[src/hdl/sensor_cmd_pkg.sv]
// Purpose: constants and types for the sensor command unit
// Assumes: core clock of 200 MHz
// Notes: rule summary below
//
// How it works
// - answer only target address 1110110
// - one command byte follows the address
// - reads return 24, 16 or 8 bits
// - codes a0..ae pick calibration word
// - reset code 1e reloads calibration words
// - reset command accepted in any state
// - seven 16-bit calibration words held
// - calibration word sent msb first
// - word read needs write then read
// - codes 40..4a and 50..5a start conversions
// - result read shifts out msb first
// - missing or repeated result reads zero
// - read during conversion gives zero, corrupts
// - conversion during conversion corrupts result
// - busy until conversion done, then valid
// - read bytes wait for controller acknowledge
// - results are unsigned 24-bit values

package sensor_cmd_pkg;

    // ------------------------------------------------------------
    // codes and sizes
    // ------------------------------------------------------------
    localparam logic [6:0] target_addr = 7'h76;
    localparam logic [7:0] cmd_reset = 8'h1e;
    localparam logic [7:0] cmd_adc_read = 8'h00;
    localparam logic [3:0] prom_nibble = 4'ha;
    localparam logic [3:0] press_nibble = 4'h4;
    localparam logic [3:0] temp_nibble = 4'h5;
    localparam logic [2:0] osr_max = 3'h5;
    localparam logic [2:0] prom_missing_idx = 3'h7;
    localparam int cal_words = 7;
    localparam int word_width = 16;
    localparam logic [3:0] byte_bits = 4'h8;
    localparam logic [1:0] adc_bytes = 2'h3;
    localparam logic [1:0] prom_bytes = 2'h2;
    localparam logic [1:0] idle_bytes = 2'h1;

    // ------------------------------------------------------------
    // timing
    // ------------------------------------------------------------
    localparam int clk_period_ns = 5;
    localparam int unsigned convert_flag_time_us [6] = '{560, 1100, 2170, 4320, 8610, 17200};

    function automatic int unsigned convert_flag_cycles_of(input int idx);
        return convert_flag_time_us[idx] * 1000 / clk_period_ns;
    endfunction : convert_flag_cycles_of

    // ------------------------------------------------------------
    // types
    // ------------------------------------------------------------
    typedef struct packed {
        logic conversion_kind_bit;
        logic [2:0] oversampling_ratio;
    } convert_flag_job_type;

    typedef enum logic [2:0] {
        st_idle = 3'h0,
        st_addr = 3'h1,
        st_addr_ack = 3'h3,
        st_wr = 3'h2,
        st_wr_ack = 3'h6,
        st_rd = 3'h7,
        st_rd_ack = 3'h5
    } link_state_type;

    function automatic logic is_convert_flag(input logic [7:0] c);
        return (c[7:4] == press_nibble || c[7:4] == temp_nibble) && !c[0] && c[3:1] <= osr_max;
    endfunction : is_convert_flag

    function automatic logic is_prom(input logic [7:0] c);
        return c[7:4] == prom_nibble && !c[0];
    endfunction : is_prom

    function automatic logic is_known(input logic [7:0] c);
        return is_convert_flag(c) || is_prom(c) || c == cmd_reset || c == cmd_adc_read;
    endfunction : is_known

endpackage : sensor_cmd_pkg

[src/hdl/pressure_sensor_i2c_command_unit.sv]
// Purpose: i2c target command side of a pressure sensor
// Assumes: scl and sda arrive asynchronously, sampled on core_clk
// Notes: sda is open drain, sda_out stays low, sda_oe pulls

`timescale 1ns/100ps
`default_nettype none

module pressure_sensor_i2c_command_unit
    import sensor_cmd_pkg::*;
#(
    parameter int unsigned convert_flag_cycles [6] = '{convert_flag_cycles_of(0), convert_flag_cycles_of(1),
        convert_flag_cycles_of(2), convert_flag_cycles_of(3), convert_flag_cycles_of(4), convert_flag_cycles_of(5)}
) (
    input wire logic core_clk,
    input wire logic rst,
    input wire logic scl_in,
    input wire logic sda_in,
    output logic sda_out,
    output logic sda_oe,
    input wire logic [cal_words*word_width-1:0] cal_image,
    input wire logic [23:0] raw_pressure_sample,
    input wire logic [23:0] raw_temperature_sample,
    output logic busy,
    output convert_flag_job_type convert_flag_job,
    output logic result_valid
);

    // ------------------------------------------------------------
    // pin sampling
    // ------------------------------------------------------------
    logic [1:0] pin_meta;
    logic [1:0] pin_sync;
    logic [1:0] pin_prev;
    logic scl_rise;
    logic scl_fall;
    logic start_cond;
    logic stop_cond;
    logic sda_s;

    always_ff @(posedge core_clk) begin
        if (rst) begin
            pin_meta <= 2'h3;
            pin_sync <= 2'h3;
            pin_prev <= 2'h3;
        end else begin
            pin_meta <= {scl_in, sda_in};
            pin_sync <= pin_meta;
            pin_prev <= pin_sync;
        end
    end

    assign sda_s = pin_sync[0];
    assign scl_rise = pin_sync[1] & ~pin_prev[1];
    assign scl_fall = ~pin_sync[1] & pin_prev[1];
    // framing: data moves while the clock is high
    assign start_cond = pin_sync[1] & pin_prev[1] & pin_prev[0] & ~sda_s;
    assign stop_cond = pin_sync[1] & pin_prev[1] & ~pin_prev[0] & sda_s;

    // ------------------------------------------------------------
    // link state machine
    // ------------------------------------------------------------
    link_state_type state;
    logic [3:0] bit_cnt;
    logic [7:0] rx;
    logic [23:0] tx;
    logic [1:0] bytes_left;
    logic master_ack;
    logic first_byte;
    logic cmd_strobe;
    logic [23:0] read_word;
    logic [1:0] read_bytes;

    always_ff @(posedge core_clk) begin
        if (rst) begin
            sda_out <= 1'b0;
        end else begin
            sda_out <= 1'b0;
        end
    end

    always_ff @(posedge core_clk) begin
        if (rst) begin
            state <= st_idle;
            bit_cnt <= 4'h0;
            rx <= 8'h00;
            tx <= 24'h0;
            bytes_left <= 2'h0;
            master_ack <= 1'b0;
            first_byte <= 1'b0;
            cmd_strobe <= 1'b0;
            sda_oe <= 1'b0;
        end else begin
            cmd_strobe <= 1'b0;
            if (start_cond) begin
                state <= st_addr;
                bit_cnt <= 4'h0;
                sda_oe <= 1'b0;
            end else if (stop_cond) begin
                state <= st_idle;
                sda_oe <= 1'b0;
            end else begin
                unique case (state)
                    st_idle: begin
                        sda_oe <= 1'b0;
                    end
                    st_addr, st_wr: begin
                        if (scl_rise) begin
                            rx <= {rx[6:0], sda_s};
                            bit_cnt <= bit_cnt + 4'h1;
                        end else if (scl_fall && bit_cnt == byte_bits) begin
                            bit_cnt <= 4'h0;
                            if (state == st_wr) begin
                                // only the first byte is a command
                                sda_oe <= 1'b1;
                                state <= st_wr_ack;
                                cmd_strobe <= first_byte;
                                first_byte <= 1'b0;
                            end else if (rx[7:1] == target_addr) begin
                                sda_oe <= 1'b1;
                                state <= st_addr_ack;
                            end else begin
                                state <= st_idle;
                            end
                        end
                    end
                    st_addr_ack: begin
                        if (scl_fall) begin
                            if (rx[0]) begin
                                state <= st_rd;
                                tx <= read_word;
                                bytes_left <= read_bytes - 2'h1;
                                sda_oe <= ~read_word[23];
                            end else begin
                                state <= st_wr;
                                sda_oe <= 1'b0;
                                first_byte <= 1'b1;
                            end
                        end
                    end
                    st_wr_ack: begin
                        if (scl_fall) begin
                            sda_oe <= 1'b0;
                            state <= st_wr;
                        end
                    end
                    st_rd: begin
                        if (scl_rise) begin
                            bit_cnt <= bit_cnt + 4'h1;
                        end else if (scl_fall) begin
                            // msb first shift
                            tx <= {tx[22:0], 1'b0};
                            if (bit_cnt == byte_bits) begin
                                bit_cnt <= 4'h0;
                                sda_oe <= 1'b0;
                                state <= st_rd_ack;
                            end else begin
                                sda_oe <= ~tx[22];
                            end
                        end
                    end
                    st_rd_ack: begin
                        if (scl_rise) begin
                            master_ack <= ~sda_s;
                        end else if (scl_fall) begin
                            // next byte only after an acknowledge
                            if (master_ack && bytes_left != 2'h0) begin
                                state <= st_rd;
                                bytes_left <= bytes_left - 2'h1;
                                sda_oe <= ~tx[23];
                            end else begin
                                state <= st_idle;
                            end
                        end
                    end
                    default: begin
                        state <= st_idle;
                    end
                endcase
            end
        end
    end

    // ------------------------------------------------------------
    // calibration words
    // ------------------------------------------------------------
    logic [word_width-1:0] cal_reg [cal_words];
    logic cmd_is_reset;
    logic cmd_is_adc;

    assign cmd_is_reset = cmd_strobe && rx == cmd_reset;
    assign cmd_is_adc = cmd_strobe && rx == cmd_adc_read;

    genvar gi;
    generate
        for (gi = 0; gi < cal_words; gi++) begin : g_cal
            always_ff @(posedge core_clk) begin
                if (rst) begin
                    cal_reg[gi] <= 16'h0;
                end else if (cmd_is_reset) begin
                    cal_reg[gi] <= cal_image[gi*word_width +: word_width];
                end
            end
        end
    endgenerate

    // word index 7 has no storage and reads as zero
    function automatic logic [15:0] cal_word(input logic [2:0] idx);
        return (idx == prom_missing_idx) ? 16'h0 : cal_reg[idx];
    endfunction : cal_word

    // ------------------------------------------------------------
    // conversion timing
    // ------------------------------------------------------------
    logic [21:0] convert_flag_count;
    logic corrupt;
    logic [23:0] result;

    always_ff @(posedge core_clk) begin
        if (rst) begin
            busy <= 1'b0;
            convert_flag_count <= 22'h0;
            convert_flag_job <= '0;
            corrupt <= 1'b0;
            result <= 24'h0;
            result_valid <= 1'b0;
        end else if (cmd_is_reset) begin
            busy <= 1'b0;
            convert_flag_count <= 22'h0;
            corrupt <= 1'b0;
            result <= 24'h0;
            result_valid <= 1'b0;
        end else if (cmd_strobe && is_convert_flag(rx)) begin
            corrupt <= busy; // overlap spoils the value
            busy <= 1'b1;
            convert_flag_job <= '{rx[4], rx[3:1]};
            convert_flag_count <= 22'(convert_flag_cycles[rx[3:1]]);
            result_valid <= 1'b0;
        end else if (cmd_is_adc) begin
            result_valid <= 1'b0; // a second read sees zero
            corrupt <= corrupt | busy; // conversion runs on
        end else if (busy) begin
            if (convert_flag_count == 22'h1) begin
                busy <= 1'b0;
                result_valid <= 1'b1;
                // unsigned raw sample, bits flipped when spoiled
                result <= (convert_flag_job.conversion_kind_bit ? raw_temperature_sample
                           : raw_pressure_sample) ^ {24{corrupt}};
                corrupt <= 1'b0;
            end else begin
                convert_flag_count <= convert_flag_count - 22'h1;
            end
        end
    end

    // ------------------------------------------------------------
    // read selection
    // ------------------------------------------------------------
    always_ff @(posedge core_clk) begin
        if (rst) begin
            read_word <= 24'h0;
            read_bytes <= idle_bytes;
        end else if (cmd_is_reset) begin
            read_word <= 24'h0;
            read_bytes <= idle_bytes;
        end else if (cmd_is_adc) begin
            read_word <= (result_valid && !busy) ? result : 24'h0;
            read_bytes <= adc_bytes;
        end else if (cmd_strobe && is_prom(rx)) begin
            read_word <= {cal_word(rx[3:1]), 8'h00};
            read_bytes <= prom_bytes;
        end
        // other bytes leave everything alone
    end
endmodule : pressure_sensor_i2c_command_unit

`default_nettype wire

[config.mk]
export PLATFORM = sky130hd
export DESIGN_NAME = pressure_sensor_i2c_command_unit
export DESIGN_NICKNAME = d
export VERILOG_FILES = /design/src/hdl/sensor_cmd_pkg.sv /design/src/hdl/pressure_sensor_i2c_command_unit.sv
export SDC_FILE = /design/constraint.sdc
export NUM_CORES = 1
export LEC_CHECK = 0
export ABC_AREA = 0
export BUFFER_PORTS_ARGS = -buffer_cell sky130_fd_sc_hd__buf_2
export CAP_MARGIN = 0
export CORE_MARGIN = 2
export CORE_UTILIZATION = 34
export DETAILED_ROUTE_END_ITERATION = 10
export HOLD_SLACK_MARGIN = 0.02
export PLACE_DENSITY_LB_ADDON = 0.08
export SYNTH_ARGS = -nofsm -noshare
export SYNTH_HDL_FRONTEND = slang
export SYNTH_SLANG_ARGS = --single-unit
[constraint.sdc]
create_clock -name core_clk -period 9.25 [get_ports core_clk]
set_input_delay 0.925 -clock core_clk [delete_from_list [all_inputs] [get_ports core_clk]]
set_output_delay 0.925 -clock core_clk [all_outputs]
set_load 0.005 [all_outputs]
==> results.md <==
* Power Dens Cells at 172 mW/mm^2
* CP Buf/Inv Count at 2
* R2R Path End: cal_reg[4][1]
* Die X-Extent at 191 um
* Reg2Reg Depth at 6
* Final Slew Violations at 0
* Worst Path Required at 9.43 ns
* Clock transition at path regs at 0.06 ns
* Slowest cell on the critical path: buf_4
* Die Y at roughly 190 um
* H-tree depth at 1
* Maximum vdd drop at 0.137 mV
* RR Startpoint: rx[0]
* PnR Total Power at 0.00239 W
* Cells after synthesis at ~1100
* CP max stage delay at 0.70 ns
* Status: completed
* Asr flop ratio synth at 0%
* Setup crit start kind: flop
* CTS Buf Count at 28
* Hold depth at 1
* Crit path kind: flop to flop
* Setup TNS Final at 0 ns
* Clock Path Buffers at 3
* Min-delay worst type: flop to flop
* WL per Instance at ~17 um
* Largest net degree at the start of global routing at 113
* Crit path depth at 6
* CP Capture Type: flop
* Syn Area/Cell at approximately 10 sq um
* Drt pass-1 iters at 4
* CTS tree: built
* GPL Wtd Cong at 0.766
* Main flop type after synthesis: dfxtp_1
* Setup bufs post-CTS at 0
* Synth-to-Final Area Change at 17.7%
* Synth warnings at 0
* Slew margin rel. at between 30% and 40%
* Seq cells post-synth at ~250
* Global route overflow at 0
* Clk root buf: clkbuf_16
* EDFF count, synth at 112
* Gr usage total at 15.8%
* # rows at 68
* Layout cells sized above 1 at around 21%
* Tcrit/Tclk final at 34.3%
* Number of diodes at 0
* # DRC at 0
* Starting density of the core at 34.4%
* Most frequent cells in the layout: 170 x buf_2, 130 x dfxtp_1, 115 x and2_1
* Final net count at 1442
* Worst-Skew Late Latency at 0.56 ns
* First-pass GRT wire length at around 46000 um
* Netlist Area Pre-Place at approximately 0.012 sq mm
* Vias in the first global route at roughly 8200
* Syn_nets at 1312
* Ordered list of cells on the worst path: nor4b_4, nand2_1, nor3_1, nor2_1, inv_6, buf_4
* Worst Min Path Start: pin_meta[1]
* Number of max-cap violations at 0
* Core box area at 0.0344 sq mm
* Hold Path Sink: pin_sync[1]
* Initial antenna violation count at 2
* DRT iter0 DRCs at 472
* LEAKAGE at 5.21 nW
* Reg2reg setup slack at 6.07 ns
* Clock Skew at 0.0342 ns
* HPWL Detailed at 19700 um
* Via density at 4.85
* Final wirelength at 29000 um
* Final hold violations at 0
* Hold Buf Count CTS at 0
* CTS resizes at 0
* Seq/Total Area, Yosys at 50.9%
* Fmax at approximately 0.31 GHz
* DIE AREA at 0.0363 sq mm
* Worst-Margin Slew at 1.01 ns
* Tmin final at ~3.2 ns
* CP top delay family: buffers and inverters
* Routed Antenna Nets at 0
* Most common cell after layout, fill and taps aside: buf_2
* Via count at 8456
* Post-synthesis cell type count at 64
* RSZ-0062 raised after global routing: false
* Critical Path AT at 3.36 ns
* Final Setup Violations at 0
* Boundary pin count at 172
* Port bufs at 170
* TritonCTS Sinks at 245
* Maximum fanout along the worst path at 100
* Largest register FFs at 112
==> worst max path at each step <==
stage | start | end | slack (ns)
2_1_floorplan | rst | cal_reg[0][0] | 5.90
3_3_place_gp | rst | cal_reg[1][15] | 5.65
3_5_place_dp | rst | cal_reg[1][15] | 5.64
4_1_cts | rx[0] | cal_reg[6][5] | 6.01
5_1_grt | rx[0] | cal_reg[6][1] | 5.79
6_report | rx[0] | cal_reg[4][1] | 6.07
==> power breakdown <==
group / total, W / switching (W) / internal, W
clock: 0.00115 / 0.000445 / 0.000707
combinational: 0.0000870 / 0.0000463 / 0.0000407
sequential: 0.00115 / 0.00000519 / 0.00115
total: 0.00239 / 0.000497 / 0.00190
==> per-stage QoR <==
stage	area, sq um	setup WS [ns]	hold slack (ns)	std cells	utilization [%]
after floorplan	11800	5.90	0.389	1135	-
after global placement	12900	5.65	0.412	1690	37.6
after detailed placement	12900	5.64	0.398	1690	37.6
after CTS	13900	6.01	0.419	1742	40.5
after global routing	13900	5.79	0.426	1742	40.5
final	13900	6.07	0.416	1742	40.5
==> worst register-to-register path, cell delays in order, from the launching register on <==
cell and delay (ns):
dfxtp_1 0.38, nor4b_4 0.51, nand2_1 0.19, nor3_1 0.21, nor2_1 0.12, inv_6 0.66
buf_4 0.72
==> per-layer routing <==
| layer | up-vias | routed length [um] | part of all wire (%) | track usage [%] |
|---|---|---|---|---|
| met3 | 41 | 1310 | 4.5 | 2.65 |
| met2 | 191 | 13100 | 45 | 24.9 |
| met1 | 3938 | 13900 | 48 | 22.5 |
| met4 | 4 | 614 | 2.1 | 3.97 |
| li1 | 4282 | - | - | - |
| met5 | - | 23 | 0.079 | 0 |
==> kinds of logic (layout without fill, tap and decap cells) <==
logic type               after synthesis  in the layout  synth area share (%)
AO/OA/AOI/OAI                        233            233                  12.2
XOR/XNOR                              42             42                  3.11
buffers and inverters                100            252                  4.21
multiplexers                         106            106                  10.7
AND/OR/NAND/NOR                      395            395                  17.5
adder cells (fa/ha/maj)               13             13                  1.37
flip-flops                           245            245                  50.9
other                                  1              1                0.0317
==> synth_stat cells, types with 6 or more instances <==
cell type  count  area [sq um]
clkbuf_1      35           131
ha_1          13           163
nand2b_1       7          43.8
nor3_1        11          55.1
buf_4         16           120
mux4_2        16           360
buf_2         26           130
xor2_1         6          52.6
or2_2          7          43.8
a211oi_1      32           240
nor4_1         6          37.5
o21ai_0       55           275
edfxtp_1     112          3360
a31oi_1        7          43.8
a21oi_1       89           445
and2_1       115           719
mux2i_1       90           901
xnor2_1       36           315
nand3_1       12          60.1
nand2_1      104           390
or3_1          6          37.5
dfxtp_1      133          2660
nor2_1        91           342
inv_1         19          71.3
a22oi_1       12          90.1
==> layout make-up <==
class	count	area, sq um
clock buffers	43	875
clock inverters	9	109
fillers	3425	20500
inverters	19	76.3
multi-input cells	790	5330
flip-flops and latches	245	6030
well taps	455	569
repair buffers	181	933
No activity file was read; power rests on OpenSTA's default activity.
